**src/core/placeholder_none.sv**
```systemverilog
`timescale 1ns/1ns
`default_nettype none
`default_nettype wire

```
**src/core/flash_host_pkg.sv**
```systemverilog
/*
 Constants, types and helpers for the host-side controller of a
 block-erasable parallel flash memory. Assumes a 10 MHz design clock
 and a 16-bit organised part with a 256K-word address space.
*/
// Operation
// - Erase is 20h then D0h at block
// - First-cycle address held stable whole cycle
// - Boot block needs unlock plus high supply
// - Hold reset low during power ramp
// - Program is 40h or 10h then data
package flash_host_pkg;

	// Clock and pin timing, in ns and in cycles
	localparam int CLK_NS    = 100;
	localparam int T_RP_NS   = 150;  // Least reset low pulse
	localparam int T_RWH_NS  = 1000; // Reset high to first access
	localparam int T_ACC_NS  = 80;   // Read access time
	localparam int T_WP_NS   = 100;  // Write strobe low time
	localparam int SYNC_CYC  = 2;    // Input synchroniser depth
	localparam int RP_CYC    = (T_RP_NS + CLK_NS - 1) / CLK_NS;
	localparam int RWH_CYC   = (T_RWH_NS + CLK_NS - 1) / CLK_NS;
	localparam int ACC_CYC   = (T_ACC_NS + CLK_NS - 1) / CLK_NS;
	localparam int WP_CYC    = (T_WP_NS + CLK_NS - 1) / CLK_NS;
	localparam int RD_CYC    = ACC_CYC + SYNC_CYC + 1;

	// Widths and address fields
	localparam int ADDR_W    = 18;
	localparam int DATA_W    = 16;
	localparam int BLOCK_LSB = 12;

	// Command codes
	localparam logic [7:0] CMD_READ_ARRAY = 8'hff;
	localparam logic [7:0] CMD_IDENTIFY   = 8'h90;
	localparam logic [7:0] CMD_STATUS     = 8'h70;
	localparam logic [7:0] CMD_CLEAR      = 8'h50;
	localparam logic [7:0] CMD_ERASE      = 8'h20;
	localparam logic [7:0] CMD_CONFIRM    = 8'hd0;
	localparam logic [7:0] CMD_PROGRAM    = 8'h40;
	localparam logic [7:0] CMD_PROG_ALT   = 8'h10;
	localparam logic [7:0] CMD_SUSPEND    = 8'hb0;

	// Status byte bit positions
	localparam int SB_READY   = 7;
	localparam int SB_SUSPEND = 6;
	localparam int SB_ERASE   = 5;
	localparam int SB_PROGRAM = 4;
	localparam int SB_SUPPLY  = 3;

	// User operations
	typedef enum logic [3:0] {
		OP_READ, OP_IDENT, OP_STATUS, OP_CLEAR, OP_PROGRAM,
		OP_ERASE, OP_SUSPEND, OP_RESUME, OP_RESET
	} op_t;

	// Outcome codes
	typedef enum logic [2:0] {
		E_NONE, E_SUPPLY, E_PROGRAM, E_ERASE, E_SEQUENCE, E_REFUSED, E_TIMEOUT
	} err_t;

	typedef struct packed {
		op_t                op;
		logic               alt_code; // Use the alternate program code
		logic               no_poll;  // Program or erase returns right after the command
		logic [ADDR_W-1:0]  addr;
		logic [DATA_W-1:0]  data;
	} req_t;

	typedef struct packed {
		logic [DATA_W-1:0]  data;
		logic [7:0]         status;
		err_t               err;
	} resp_t;

	// Error flag decode of a status byte
	function automatic err_t err_decode(input logic [7:0] s);
		if (s[SB_ERASE] && s[SB_PROGRAM])
			return E_SEQUENCE;
		else if (s[SB_SUPPLY])
			return E_SUPPLY;
		else if (s[SB_ERASE])
			return E_ERASE;
		else if (s[SB_PROGRAM])
			return E_PROGRAM;
		return E_NONE;
	endfunction

endpackage

```
**src/core/flash_host_ctrl.sv**
```systemverilog
/*
 Host-side controller that runs flash command sequences over the
 part's strobe pins. Assumes the data pins are resolved outside from
 dq_out and dq_oe, and that the part follows its own command rules.
*/
`timescale 1ns/1ns
`default_nettype none
module flash_host_ctrl #(
	parameter int POLL_MAX = 100000 // Status polls before giving up
) (
	// Clock and reset
	input  wire logic                             mclk,
	input  wire logic                             resetn,
	// User request
	input  wire logic                             req_valid,
	output logic                                  req_ready,
	input  wire flash_host_pkg::req_t             req,
	input  wire logic                             boot_unlock,
	// User answer
	output logic                                  resp_valid,
	output flash_host_pkg::resp_t                 resp,
	output logic                                  supply_blocked,
	// Flash pins
	output logic                                  ce_n,
	output logic                                  we_n,
	output logic                                  oe_n,
	output logic                                  reset_powerdown_n,
	output logic                                  write_protect,
	output logic                                  program_supply_high,
	output logic [flash_host_pkg::ADDR_W-1:0]     addr,
	output logic [flash_host_pkg::DATA_W-1:0]     dq_out,
	output logic                                  dq_oe,
	input  wire logic [flash_host_pkg::DATA_W-1:0] dq_in
);
	import flash_host_pkg::*;

	typedef enum logic [7:0] {
		S_RST   = 8'h01, // Reset pin low
		S_RWAIT = 8'h02, // Recovery after reset release
		S_IDLE  = 8'h04, // Waiting for a request
		S_GAP   = 8'h08, // Strobes high, pick next bus cycle
		S_WADDR = 8'h10, // Address and data set up
		S_WLOW  = 8'h20, // Write strobe low
		S_WHIGH = 8'h40, // Write strobe high, data held
		S_RLOW  = 8'h80  // Chip and output enable low
	} state_t;

	state_t             state_r, state_nxt;     // Sequencer state
	logic [7:0]         cnt_r, cnt_nxt;         // Phase timer
	logic [1:0]         step_r, step_nxt;       // Bus cycle index
	logic [19:0]        polls_r, polls_nxt;     // Poll counter
	req_t               cur_r, cur_nxt;         // Request in progress
	logic               unlock_r, unlock_nxt;   // Boot unlock latched
	logic               vblock_r, vblock_nxt;   // Supply flag seen
	logic [DATA_W-1:0]  rdata_r, rdata_nxt;     // Last read word
	logic [ADDR_W-1:0]  addr_r, addr_nxt;       // Address pins
	logic [DATA_W-1:0]  dq_r, dq_nxt;           // Data pins
	logic               rvalid_r, rvalid_nxt;   // Answer pulse
	resp_t              resp_r, resp_nxt;       // Answer word
	logic               ce_n_r, we_n_r, oe_n_r, rp_n_r, dq_oe_r, vpp_r, wp_r;
	logic [DATA_W-1:0]  dq_s1_r, dq_s2_r;       // Data pin synchroniser
	logic               polled;                 // Op waits for ready
	logic               is_write_op;            // Program or erase

	assign polled      = (cur_r.op == OP_SUSPEND) ||
		((cur_r.op == OP_PROGRAM || cur_r.op == OP_ERASE) && !cur_r.no_poll);
	assign is_write_op = (cur_r.op == OP_PROGRAM) || (cur_r.op == OP_ERASE);

	// Sequencer next state
	always_comb
	begin
		state_nxt  = state_r;
		cnt_nxt    = cnt_r;
		step_nxt   = step_r;
		polls_nxt  = polls_r;
		cur_nxt    = cur_r;
		unlock_nxt = unlock_r;
		vblock_nxt = vblock_r;
		rdata_nxt  = rdata_r;
		addr_nxt   = addr_r;
		dq_nxt     = dq_r;
		rvalid_nxt = 1'b0;
		resp_nxt   = resp_r;
		unique case (state_r)
			S_RST:
			begin
				// Reset low long enough, then recovery
				if (cnt_r == 8'h00)
				begin
					state_nxt  = S_RWAIT;
					cnt_nxt    = 8'(RWH_CYC - 1);
					vblock_nxt = 1'b0;
				end
				else
					cnt_nxt = cnt_r - 8'h01;
			end
			S_RWAIT:
			begin
				if (cnt_r == 8'h00)
					state_nxt = S_IDLE;
				else
					cnt_nxt = cnt_r - 8'h01;
			end
			S_IDLE:
			begin
				if (req_valid)
				begin
					cur_nxt    = req;
					unlock_nxt = boot_unlock;
					step_nxt   = 2'd0;
					polls_nxt  = '0;
					if (req.op == OP_RESET)
					begin
						state_nxt = S_RST;
						cnt_nxt   = 8'(RP_CYC - 1);
					end
					else if ((req.op == OP_PROGRAM || req.op == OP_ERASE) && vblock_r)
					begin
						// Part would ignore it anyway; say so at once
						rvalid_nxt    = 1'b1;
						resp_nxt.err  = E_REFUSED;
						resp_nxt.data = '0;
						resp_nxt.status = '0;
					end
					else
					begin
						state_nxt = S_GAP;
						addr_nxt  = req.addr;
					end
				end
			end
			S_GAP:
			begin
				unique case (step_r)
					2'd0:
					begin
						// First cycle: command code, address kept stable
						state_nxt = S_WADDR;
						step_nxt  = 2'd1;
						unique case (cur_r.op)
							OP_READ:    dq_nxt = {8'h00, CMD_READ_ARRAY};
							OP_IDENT:   dq_nxt = {8'h00, CMD_IDENTIFY};
							OP_STATUS:  dq_nxt = {8'h00, CMD_STATUS};
							OP_CLEAR:   dq_nxt = {8'h00, CMD_CLEAR};
							OP_ERASE:   dq_nxt = {8'h00, CMD_ERASE};
							OP_SUSPEND: dq_nxt = {8'h00, CMD_SUSPEND};
							OP_RESUME:  dq_nxt = {8'h00, CMD_CONFIRM};
							default:    dq_nxt = {8'h00, cur_r.alt_code ? CMD_PROG_ALT
								: CMD_PROGRAM};
						endcase
					end
					2'd1:
					begin
						if (cur_r.op == OP_PROGRAM)
						begin
							state_nxt = S_WADDR;
							dq_nxt    = cur_r.data;
							step_nxt  = 2'd2;
						end
						else if (cur_r.op == OP_ERASE)
						begin
							// Block picked by the upper word address bits
							state_nxt = S_WADDR;
							addr_nxt  = {cur_r.addr[ADDR_W-1:BLOCK_LSB],
								BLOCK_LSB'(0)};
							dq_nxt    = {8'h00, CMD_CONFIRM};
							step_nxt  = 2'd2;
						end
						else if (cur_r.op == OP_CLEAR || cur_r.op == OP_RESUME)
						begin
							state_nxt     = S_IDLE;
							rvalid_nxt    = 1'b1;
							resp_nxt.data = '0;
							resp_nxt.status = '0;
							resp_nxt.err  = E_NONE;
							if (cur_r.op == OP_CLEAR)
								vblock_nxt = 1'b0;
						end
						else
						begin
							state_nxt = S_RLOW;
							cnt_nxt   = 8'(RD_CYC - 1);
							step_nxt  = 2'd3;
						end
					end
					2'd2:
					begin
						if (cur_r.no_poll)
						begin
							state_nxt     = S_IDLE;
							rvalid_nxt    = 1'b1;
							resp_nxt.data = '0;
							resp_nxt.status = '0;
							resp_nxt.err  = E_NONE;
						end
						else
						begin
							// Part now answers every read with status
							state_nxt = S_RLOW;
							cnt_nxt   = 8'(RD_CYC - 1);
							step_nxt  = 2'd3;
						end
					end
					default:
					begin
						if (polled && !rdata_r[SB_READY] && polls_r != 20'(POLL_MAX - 1))
						begin
							// Strobes went high in between, so status refreshes
							state_nxt = S_RLOW;
							cnt_nxt   = 8'(RD_CYC - 1);
							polls_nxt = polls_r + 20'h00001;
						end
						else
						begin
							state_nxt       = S_IDLE;
							rvalid_nxt      = 1'b1;
							resp_nxt.data   = rdata_r;
							resp_nxt.status = {rdata_r[7:3], 3'h0};
							if (polled && !rdata_r[SB_READY])
								resp_nxt.err = E_TIMEOUT;
							else if (polled)
								resp_nxt.err = err_decode(rdata_r[7:0]);
							else
								resp_nxt.err = E_NONE;
							if (polled && rdata_r[SB_SUPPLY])
								vblock_nxt = 1'b1;
						end
					end
				endcase
			end
			S_WADDR:
			begin
				state_nxt = S_WLOW;
				cnt_nxt   = 8'(WP_CYC - 1);
			end
			S_WLOW:
			begin
				// Part latches on the strobe's rising edge
				if (cnt_r == 8'h00)
					state_nxt = S_WHIGH;
				else
					cnt_nxt = cnt_r - 8'h01;
			end
			S_WHIGH:
				state_nxt = S_GAP;
			S_RLOW:
			begin
				if (cnt_r == 8'h00)
				begin
					state_nxt = S_GAP;
					rdata_nxt = dq_s2_r;
				end
				else
					cnt_nxt = cnt_r - 8'h01;
			end
			default:
				state_nxt = S_RST;
		endcase
	end

	// Sequencer registers; pins follow the next state
	always_ff @(posedge mclk or negedge resetn)
	begin
		if (!resetn)
		begin
			state_r  <= S_RST;
			cnt_r    <= 8'(RP_CYC - 1);
			step_r   <= 2'd0;
			polls_r  <= '0;
			cur_r    <= '0;
			unlock_r <= 1'b0;
			vblock_r <= 1'b0;
			rdata_r  <= '0;
			addr_r   <= '0;
			dq_r     <= '0;
			rvalid_r <= 1'b0;
			resp_r   <= '0;
			ce_n_r   <= 1'b1;
			we_n_r   <= 1'b1;
			oe_n_r   <= 1'b1;
			rp_n_r   <= 1'b0;
			dq_oe_r  <= 1'b0;
			vpp_r    <= 1'b0;
			wp_r     <= 1'b0;
			dq_s1_r  <= '0;
			dq_s2_r  <= '0;
		end
		else
		begin
			state_r  <= state_nxt;
			cnt_r    <= cnt_nxt;
			step_r   <= step_nxt;
			polls_r  <= polls_nxt;
			cur_r    <= cur_nxt;
			unlock_r <= unlock_nxt;
			vblock_r <= vblock_nxt;
			rdata_r  <= rdata_nxt;
			addr_r   <= addr_nxt;
			dq_r     <= dq_nxt;
			rvalid_r <= rvalid_nxt;
			resp_r   <= resp_nxt;
			ce_n_r   <= !(state_nxt inside {S_WADDR, S_WLOW, S_WHIGH, S_RLOW});
			we_n_r   <= state_nxt != S_WLOW;
			oe_n_r   <= state_nxt != S_RLOW;
			rp_n_r   <= state_nxt != S_RST;
			dq_oe_r  <= state_nxt inside {S_WADDR, S_WLOW, S_WHIGH};
			// Supply kept high until the sequencer returns to idle
			vpp_r    <= (cur_nxt.op == OP_PROGRAM || cur_nxt.op == OP_ERASE)
				&& (state_nxt inside {S_GAP, S_WADDR, S_WLOW, S_WHIGH, S_RLOW});
			wp_r     <= unlock_nxt && (cur_nxt.op == OP_PROGRAM || cur_nxt.op == OP_ERASE)
				&& (state_nxt inside {S_GAP, S_WADDR, S_WLOW, S_WHIGH, S_RLOW});
			dq_s1_r  <= dq_in;
			dq_s2_r  <= dq_s1_r;
		end
	end

	assign req_ready           = state_r == S_IDLE;
	assign resp_valid          = rvalid_r;
	assign resp                = resp_r;
	assign supply_blocked      = vblock_r;
	assign ce_n                = ce_n_r;
	assign we_n                = we_n_r;
	assign oe_n                = oe_n_r;
	assign reset_powerdown_n   = rp_n_r;
	assign write_protect       = wp_r;
	assign program_supply_high = vpp_r;
	assign addr                = addr_r;
	assign dq_out              = dq_r;
	assign dq_oe               = dq_oe_r;

	// Checks
	property p_rst_width;
		@(posedge mclk) disable iff (!resetn) $fell(rp_n_r) |-> !rp_n_r[*2];
	endproperty
	a_rst_width: assert property (p_rst_width) else $error("reset pulse short");

	property p_rst_recover;
		@(posedge mclk) disable iff (!resetn) $rose(rp_n_r) |-> !req_ready[*8];
	endproperty
	a_rst_recover: assert property (p_rst_recover) else $error("access too soon");

	property p_we_in_ce;
		@(posedge mclk) disable iff (!resetn) !we_n_r |-> !ce_n_r && oe_n_r && dq_oe_r;
	endproperty
	a_we_in_ce: assert property (p_we_in_ce) else $error("write strobe outside cycle");

	property p_addr_stable;
		@(posedge mclk) disable iff (!resetn) (!ce_n_r && !$past(ce_n_r)) |-> $stable(addr_r);
	endproperty
	a_addr_stable: assert property (p_addr_stable) else $error("address moved");

	property p_confirm_supply;
		@(posedge mclk) disable iff (!resetn)
			(!we_n_r && step_r == 2'd2 && is_write_op) |-> vpp_r;
	endproperty
	a_confirm_supply: assert property (p_confirm_supply) else $error("no supply");

	property p_erase_block;
		@(posedge mclk) disable iff (!resetn) (!we_n_r && cur_r.op == OP_ERASE
			&& step_r == 2'd2) |-> addr_r[BLOCK_LSB-1:0] == '0 && dq_r[7:0] == CMD_CONFIRM;
	endproperty
	a_erase_block: assert property (p_erase_block) else $error("bad confirm");

	property p_refuse;
		@(posedge mclk) disable iff (!resetn) (req_valid && req_ready && vblock_r
			&& (req.op == OP_PROGRAM || req.op == OP_ERASE))
			|=> resp_valid && resp.err == E_REFUSED && req_ready && ce_n_r;
	endproperty
	a_refuse: assert property (p_refuse) else $error("blocked op issued");

	property p_poll_toggle;
		@(posedge mclk) disable iff (!resetn) $fell(oe_n_r) |-> $past(ce_n_r);
	endproperty
	a_poll_toggle: assert property (p_poll_toggle) else $error("no strobe toggle");

	c_erase: cover property (@(posedge mclk) disable iff (!resetn)
		resp_valid && cur_r.op == OP_ERASE && resp.err == E_NONE);
	c_suspend: cover property (@(posedge mclk) disable iff (!resetn)
		resp_valid && cur_r.op == OP_SUSPEND && resp.status[SB_SUSPEND]);
	c_refuse: cover property (@(posedge mclk) disable iff (!resetn)
		resp_valid && resp.err == E_REFUSED);
endmodule
`default_nettype wire

```
**config.mk**
```make
export PLATFORM = sky130hd
export DESIGN_NAME = flash_host_ctrl
export DESIGN_NICKNAME = d
export VERILOG_FILES = /design/src/core/placeholder_none.sv /design/src/core/flash_host_pkg.sv /design/src/core/flash_host_ctrl.sv
export SDC_FILE = /design/constraint.sdc
export NUM_CORES = 1
export LEC_CHECK = 0
export BUFFER_PORTS_ARGS = -buffer_cell sky130_fd_sc_hd__buf_2
export CAP_MARGIN = 20
export CORE_MARGIN = 2
export CORE_UTILIZATION = 40
export CTS_BUF_LIST = sky130_fd_sc_hd__clkbuf_16
export DETAILED_ROUTE_END_ITERATION = 16
export SETUP_SLACK_MARGIN = 0.15
export SYNTH_ARGS = -nofsm -noshare
export SYNTH_HDL_FRONTEND = slang
export SYNTH_SLANG_ARGS = --single-unit
```
**constraint.sdc**
```tcl
create_clock -name mclk -period 3.3 [get_ports mclk]
set_clock_uncertainty 0.1 [all_clocks]
set_input_delay 0.495 -clock mclk [delete_from_list [all_inputs] [get_ports mclk]]
set_output_delay 0.495 -clock mclk [all_outputs]
set_load 0.005 [all_outputs]
```
; After elaboration in Yosys (flattened, before gate mapping)
; Index checks and enable logic that the tools add are counted.
[classes]
n_eq_ne = 59
n_reduce_logical = 39
add_sub_neg = 2
muxes = 97
[op_table]
columns = cell, n
row1 = $mux W27, 8
row2 = $mux W8, 21
row3 = $mux W18, 6
row4 = $pmux W27 S3, 1
row5 = $mux W40, 2
row6 = $pmux W8 S8, 1
row7 = $mux W20, 3
row8 = $pmux W8 S7, 1
row9 = $pmux W27 S2, 1
row10 = $pmux W8 S3, 2
row11 = $pmux W20 S2, 1
row12 = $pmux W8 S5, 1
row13 = $pmux W18 S2, 1
row14 = $eq A4 B3 Y1 const B, 8
row15 = $mux W16, 2
row16 = $pmux W16 S2, 1
row17 = $ne A3 B3 Y1 const B, 10
row18 = $mux W1, 26
row19 = $ne A2 B2 Y1 const B, 12
row20 = $mux W3, 7
row21 = $add A20 B1 Y20 const B, 1
row22 = $ne A20 B17 Y1 const B, 1
row23 = $reduce_and A10 Y1, 2
row24 = $eq A8 B4 Y1 const B, 2
row25 = other kinds (43), 76
[word_totals]
regBits = 197
inputBits = 60
output_inout_bits = 71
wordCells = 224

; Longest topological paths before layout
; Gate-level depths: netlist of run 1.
[logic_depth]
depth_word = 15
depth_mapped = 12
ltp_nobuf = 9

; Worst setup path before layout of run 1
; OpenSTA, ideal clock, no wires.
[synth_timing]
kind = register to register
from = reg cnt_r[1]
to = reg vpp_r, in the netlist program_supply_high
setup_time_ns = 0.067
setup_slack_ns = 0.525
n_path_buf = 0
stages_incl_launch_ff = 10
period_less_slack_ns = 2.775
arrival_ns = 2.608
required_time_ns = 3.133
cell_sequence = dfrtp_1 > inv_1 > ha_1 > or4b_1 > nor4_4 > a21oi_1 > a221o_1 > nor4_1 > o21a_1 > o2111a_1
[synth_between]
elab_chain_cells = 6
elab_cells_between_ends = 13
cone_classes = eq/ne: 5 / mux: 5 / reduce/logical: 3
[synth_rtl]
columns = item, line_no
row1 = from (decl), flash_host_ctrl.sv:49  ; logic [7:0] cnt_r, cnt_nxt;
row2 = from (signal assigned), flash_host_ctrl.sv:267  ; cnt_r <= 8'(RP_CYC - 1);
row3 = from (signal assigned), flash_host_ctrl.sv:291  ; cnt_r <= cnt_nxt;
row4 = $logic_not A8 Y1 *, -
row5 = "$mux W8, on equally long branches", -
row6 = $pmux W8 S8 *, flash_host_ctrl.sv:84  ; unique case (state_r)
row7 = named net state_nxt[0], flash_host_ctrl.sv:48  ; state_t state_r, state_nxt;
row8 = "$eq A8 B4 Y1, or another cell as far along", flash_host_ctrl.sv:309  ; && (state_nxt inside {S_GAP, S_WADDR, S_WLOW, S_WHIGH, S_RLOW});
row9 = $reduce_bool A5 Y1 *, flash_host_ctrl.sv:309
row10 = $logic_and A1 B1 Y1 *, flash_host_ctrl.sv:309
row11 = to (signal assigned), flash_host_ctrl.sv:308  ; vpp_r <= (cur_nxt.op == OP_PROGRAM || cur_nxt.op == OP_ERASE)
row12 = to (decl), flash_host_ctrl.sv:60  ; logic ce_n_r, we_n_r, oe_n_r, rp_n_r, dq_oe_r, vpp_r, wp_r;
; The timed path passes the listed nets; every way through them passes the cells marked *.
; A chain may end at the register's enable or synchronous reset.

; Worst setup path in the final report of run 1
[layout_timing]
from = reg state_r[6]
to = reg vpp_r, in the netlist program_supply_high
[layout_between]
elab_chain_cells = 7
elab_cells_between_ends = 27
cone_classes = eq/ne: 15 / mux: 9 / reduce/logical: 3
[layout_rtl]
columns = item, line_no
row1 = from (decl), flash_host_ctrl.sv:48
row2 = from (signal assigned), flash_host_ctrl.sv:290  ; state_r <= state_nxt;
row3 = $mux W8, flash_host_ctrl.sv:117  ; else if ((req.op == OP_PROGRAM || req.op == OP_ERASE) && vblock_r)
row4 = $mux W8, flash_host_ctrl.sv:112  ; if (req.op == OP_RESET)
row5 = $mux W8, flash_host_ctrl.sv:106  ; if (req_valid)
row6 = $pmux W8 S8, flash_host_ctrl.sv:84
row7 = "$eq A8 B4 Y1, or another cell as far along", flash_host_ctrl.sv:309
row8 = $reduce_bool A5 Y1, flash_host_ctrl.sv:309
row9 = $logic_and A1 B1 Y1 *, flash_host_ctrl.sv:309
; Mark *: on every way between the ends. The rest lies on a longest branch, timed or not.

==> impl_metrics.yaml, run 1 <==
outcome:
  status: "finished, final reports clean"
sta:
  fmax_mhz: 338
  finalHoldViolCount: 0
  period_share_pct: 89.6
  totalNegativeSetupSlack_ns: 0
  setup_viol: 0
  relSlewSlack_pct: 31.8
  report.final.slew_viol_count: 0
  rsz0062_at_grt: "true"
  tightest_slew_ns: 1.02
  period_needed_ns: 2.96
synth:
  yosysSeqAreaShare_pct: 57.1
  yosys_most_used_dff: "dfrtp_1"
  synth_edf_count: 0
  synth_top_area_share_pct: 55.4
  synth.distinct_cells: 72
  yosys-top-cells-area: "dfrtp_1 55%, mux2_2 5.8%, nand2_1 4.5%"
  synth_area_leader_cell: "dfrtp_1"
  synth_area_um2: 7760
  yosys_warnings: 0
  synth.ff_latch_count: 177
  syn_area_per_cell_um2: 10.9
  synth-async-reset-ratio_pct: 100
  syn_inst: 715
route:
  wl_mm: 17.8
  vias_per_cell: 5.12
  drc: 0
  via_count: 5719
  drt_iter0_markers: 344
  ant_nets: 0
  dr.pass1.iters: 5
  routedWlPerCell_um: 15.9
layout:
  drive_above_1_share_pct: 28.6
  fin_cells: 1118
  area_delta_synth_final_pct: 20.4
  layout_commonest_cell: "dfrtp_1"
  layout.nets: 911
  n_fill_cell: 1807
  n_antenna_cell: 0
  final_cell_mix: "172 x dfrtp_1, 126 x buf_2, 93 x nand2_1"
pwr:
  power.leakage_nw: 4.47
  clockPowerShare_pct: 46.1
  p_per_area_nw_per_um2: 486
  sw_frac_of_total_pct: 23.8
  combPwrFrac_pct: 4.0
  p_sw_mw: 1.08
  peakVddDrop_mv: 0.318
  p_int_mw: 3.46
  sequentialPowerShare_pct: 49.9
hold_path:
  holdPathStages: 1
  hold_class: "in -> reg"
  min_from: "dq_in[13]"
  whs_endpoint: "dq_s1_r[13]"
critical_path:
  critPathTopFamily: "simple AND/OR/NAND/NOR gates"
  cp.arrival_ns: 3.17
  startpoint_type: "flip-flop"
  cpPeakStageDelay_ns: 0.58
  r2r-start: "state_r[6]"
  worstReg2RegEnd: "program_supply_high"
  cpMaxStageDelayCell: "or4_1"
  crit_type: "reg -> reg"
  reg2reg_slack_ns: 0.34
  critical_path_required_ns: 3.51
  worstPathCellList: "or4_4, or4_1, a2111oi_2, a211oi_1, xnor2_1, o21a_1, o2111a_1"
  end_kind: "flip-flop"
  crit_buf_inv: 0
  rr_worst_depth: 7
  path_max_fanout: 10
grt:
  antenna_found_initial: 1
  grt_pass1_wl_mm: 29.4
  grt-ovfl-total: 0
  grt_use_total_pct: 18.3
  grt_pass1_vias: 5624
  grt_max_degree: 61
floorplan:
  dieArea_um2: 20500
  rows: 50
  fp.coreArea_um2: 18900
  die_h_um: 143
  die_x_um: 143
  ios: 131
  start_util_pct: 41.1
place:
  port_buffers: 127
  gp_congestion: 0.839
  dpl.cell_count: 1084
  hpwl_mm: 12.3
clocking:
  cts_made_buffers: 17
  clkTransAtPathRegs_ns: 0.07
  cts_tree: "yes"
  clock_sinks: 177
  htree_levels: 4
  clkLatencyLatePin_ns: 0.43
  postCtsSetupBuffers: 0
  clk_path_buf_depth: 2
  clock-root-buffer: "clkbuf_16"
flow_run:
  maxCapViolations: 0
power by group through the flow:
stage	sequential [mW]	combinational [mW]	clock [mW]
floorplan	2.30	0.0751	0
global route	2.28	0.207	2.24
detailed placement	2.31	0.185	0
CTS	2.27	0.186	2.15
finish	2.27	0.181	2.10
global placement	2.31	0.182	0
worst reg2reg max path, stage by stage, from the launching register on:
cell	delay (ns)
dfrtp_1	0.49
or4_4	0.58
or4_1	0.58
a2111oi_2	0.39
a211oi_1	0.12
xnor2_1	0.16
o21a_1	0.21
o2111a_1	0.23
repair_timing:
| item | CTS | global route |
|---|---|---|
| hold buffers | 1 | 0 |
| endpoints found under the setup margin | 0 | 2 |
| gates resized for setup | 0 | 2 |
| endpoints found under the hold margin | 52 | 0 |
final cells by class:
type	instances	area, µm²	share of cell area (%)
inverter	21	78.8	0.843
clock inverter	15	191	2.05
multi-input combinational	478	3050	32.7
timing repair buffer	150	837	8.95
sequential	177	4440	47.5
tap	260	325	3.48
clock buffer	17	425	4.55
registers in the layout (all words and copies together) (netlist names), 2 cells and up:
name     flops
polls_r     20
cur_r       28
dq_s2_r     16
addr        18
dq_s1_r     16
cnt_r        8
dq_out      16
state_r      8
step_r       2
resp        19
rdata_r     16
Yosys cell counts (5+ instances only):
master	number
dfrtp_1	172
nor3_1	18
and3_1	5
xnor2_1	15
or3_1	8
mux2i_1	9
clkbuf_1	19
dfstp_2	5
inv_1	21
or4_1	6
buf_4	9
nand4_1	5
a22o_1	12
xor2_1	5
nand2_1	93
nor2b_1	6
o21a_1	7
nand2b_1	13
nor4_1	6
o22ai_1	5
a21oi_1	19
nand3_1	34
nor2_1	44
mux2_2	40
buf_2	5
o21ai_0	52
ha_1	6
through the flow:
stage,worst slack [ns],instance area (µm²),hold slack [ns],util (%),total power [mW]
finish,0.344,9350,0.0636,49.5,4.55
global placement,0.310,8700,0.231,46.0,2.49
floorplan,0.525,7770,0.0994,-,2.37
detailed placement,0.296,8700,0.235,46.0,2.49
global route,0.148,9350,0.0389,49.5,4.73
CTS,0.285,9330,0.0413,49.4,4.61
routing by layer:
layer  vias up  share of wire, %  track usage [%]
li1       2771                 -                -
met2       147                46             28.1
met3        14               5.1             5.00
met1      2787                48             25.6
met4         0              0.93             5.01
met5         -                 0                0
worst max-delay path by stage:
| stage | start | cells past startpoint | slack [ns] | endpoint |
|---|---|---|---|---|
| 2_1_floorplan | cnt_r[1] | 9 | 0.53 | program_supply_high |
| 3_3_place_gp | state_r[6] | 7 | 0.31 | program_supply_high |
| 3_5_place_dp | state_r[6] | 7 | 0.30 | program_supply_high |
| 4_1_cts | state_r[6] | 7 | 0.28 | program_supply_high |
| 5_1_grt | polls_r[12] | 8 | 0.15 | resp[20] |
| 6_report | state_r[6] | 7 | 0.34 | program_supply_high |
cell families after synthesis:
group | after synthesis | share of synthesized area [%]
compound gates | 135 | 11.5
xor+xnor | 20 | 2.26
fa+ha+maj | 6 | 0.967
buf+inv | 62 | 3.90
flops | 177 | 57.1
mux | 49 | 6.96
other cells | 1 | 0.0483
simple gates | 265 | 17.2
Power figures use the tool's default switching activity.
==> run 2, diff against run 1 <==
--- a/config.mk
+++ b/config.mk
@@ -7,10 +7,10 @@
 export LEC_CHECK = 0
 export BUFFER_PORTS_ARGS = -buffer_cell sky130_fd_sc_hd__buf_2
 export CAP_MARGIN = 20
-export CORE_MARGIN = 2
 export CORE_UTILIZATION = 40
 export CTS_BUF_LIST = sky130_fd_sc_hd__clkbuf_16
 export DETAILED_ROUTE_END_ITERATION = 16
+export PLACE_DENSITY = 0.6
 export SETUP_SLACK_MARGIN = 0.15
 export SYNTH_ARGS = -nofsm -noshare
 export SYNTH_HDL_FRONTEND = slang
==> run 2 against run 1 <==
Against the previous run:
- final cell count is essentially flat
- non-clock buffer count down 1
- count of clock-buffer cells in the layout did not move
- flip-flop and latch count is the same
- sequential share of layout area is 0.070 points lower
- first-iteration DRC count rose by 8.4%
- combinational power about the same
- maximum frequency decreased by 3.5%
- core utilization grew 0.073 points
- design area rose by 0.15%
- routed wire length fell by 1.1%
- global-route usage up 0.36 points
- largest cell class unchanged
- highest routed layer unchanged
==> impl_metrics.yaml, run 2 (same netlist as run 1, synthesis figures left out) <==
critical_path:
  startpoint_type: "flip-flop"
  reg2reg_slack_ns: 0.24
  end_kind: "flip-flop"
  crit_type: "reg -> reg"
  path_max_fanout: 10
  rr_worst_depth: 7
  worstReg2RegEnd: "program_supply_high"
  critical_path_required_ns: 3.51
  cp.arrival_ns: 3.28
  r2r-start: "state_r[6]"
layout:
  layout.nets: 910
  n_antenna_cell: 0
  fin_cells: 1117
  area_delta_synth_final_pct: 20.6
  largest_reg_flops: 28
  final_cell_mix: "172 x dfrtp_1, 126 x buf_2, 93 x nand2_1"
  layout_commonest_cell: "dfrtp_1"
  drive_above_1_share_pct: 28.7
  largest-register: "cur_r"
  design_area_um2: 9360
  final_util_pct: 49.5
route:
  via_count: 5631
  wl_mm: 17.6
  routedWlPerCell_um: 15.7
  ant_nets: 0
  drt_iter0_markers: 373
  dr.pass1.iters: 4
  vias_per_cell: 5.04
  drc: 0
hold_path:
  min_from: "dq_in[9]"
  holdPathStages: 1
  whs_endpoint: "dq_s1_r[9]"
  hold_class: "in -> reg"
sta:
  tightest_slew_ns: 1.05
  finalHoldViolCount: 0
  period_needed_ns: 3.06
  final.setup.worst_slack_ns: 0.236
  totalNegativeSetupSlack_ns: 0
  period_share_pct: 92.9
  fmax_mhz: 326
  relSlewSlack_pct: 29.9
  setup_viol: 0
  report.final.slew_viol_count: 0
  rsz0062_at_grt: "false"
floorplan:
  rows: 50
  fp.coreArea_um2: 18900
  dieArea_um2: 20000
  start_util_pct: 41.1
  die_h_um: 141
  ios: 131
  die_x_um: 141
clocking:
  clkTransAtPathRegs_ns: 0.07
  cts_tree: "yes"
  htree_levels: 4
  clkLatencyLatePin_ns: 0.43
  cts_made_buffers: 17
  clock_sinks: 177
  clk_path_buf_depth: 2
  clock-root-buffer: "clkbuf_16"
grt:
  antenna_found_initial: 1
  grt_pass1_vias: 5355
  grt_use_total_pct: 18.6
  grt_pass1_wl_mm: 28.9
  grt_max_degree: 73
  grt-ovfl-total: 0
place:
  dpl_cell_area_um2: 8690
  dpl.cell_count: 1083
  gp_congestion: 0.841
  hpwl_mm: 12.3
  place_ws_ns: 0.265
  port_buffers: 127
pwr:
  combPwrFrac_pct: 3.9
  p_per_area_nw_per_um2: 489
  sw_frac_of_total_pct: 24.0
  p_int_mw: 3.48
  clockPowerShare_pct: 46.5
  peakVddDrop_mv: 0.488
  p_sw_mw: 1.10
  power.leakage_nw: 4.47
  sequentialPowerShare_pct: 49.6
outcome:
  status: "finished, final reports clean"
flow_run:
  maxCapViolations: 0
run 2: metrics by stage:
step / hold slack, ns / total power, mW
after floorplan: 0.0994 / 2.37
after global placement: 0.231 / 2.49
after detailed placement: 0.235 / 2.49
after CTS: 0.0468 / 4.64
after global routing: 0.0367 / 4.76
final: 0.0704 / 4.58
run 2: power by group through the flow:
stage / sequential, mW / clock, mW / combinational [mW]
final: 2.27 / 2.13 / 0.180
after global routing: 2.28 / 2.27 / 0.206
after CTS: 2.27 / 2.18 / 0.185
after detailed placement: 2.31 / 0 / 0.184
after global placement: 2.31 / 0 / 0.182
after floorplan: 2.30 / 0 / 0.0751
run 2: cell type report:
type / count / area [µm²]
fillers: 1743 / 9530
flip-flops and latches: 177 / 4440
multi-input cells: 478 / 3060
repair buffers: 149 / 830
clock buffers: 17 / 425
well taps: 260 / 325
clock inverters: 15 / 205
inverters: 21 / 78.8
run 2: worst max path at each step:
stage | startpoint | endpoint | slack [ns] | depth (start not counted)
floorplan | cnt_r[1] | program_supply_high | 0.53 | 9
global placement | state_r[1] | program_supply_high | 0.28 | 7
detailed placement | state_r[6] | program_supply_high | 0.26 | 7
CTS | state_r[6] | program_supply_high | 0.24 | 7
global route | state_r[1] | program_supply_high | 0.15 | 7
finish | state_r[6] | program_supply_high | 0.24 | 7
run 2: worst max-delay path: stages, from the launching register on:
cell       delay, ns
dfrtp_1         0.48
or4_4           0.56
or4_1           0.57
a2111oi_1       0.50
a211oi_1        0.14
xnor2_1         0.16
o21a_1          0.21
o2111a_1        0.23
run 2: metal layers:
| layer | vias to the layer above | routed length [µm] | track usage, % |
|---|---|---|---|
| li1 | 2774 | - | - |
| met1 | 2723 | 8440 | 26.2 |
| met2 | 123 | 8030 | 27.8 |
| met3 | 11 | 948 | 5.53 |
| met4 | 0 | 165 | 5.21 |
| met5 | - | 0 | 0 |
run 2: timing repair:
action,CTS,global route
hold endpoints to repair,17,0
endpoints found under the setup margin,0,18
hold buffers,1,0
buffers inserted,0,0
gates resized for setup,0,3
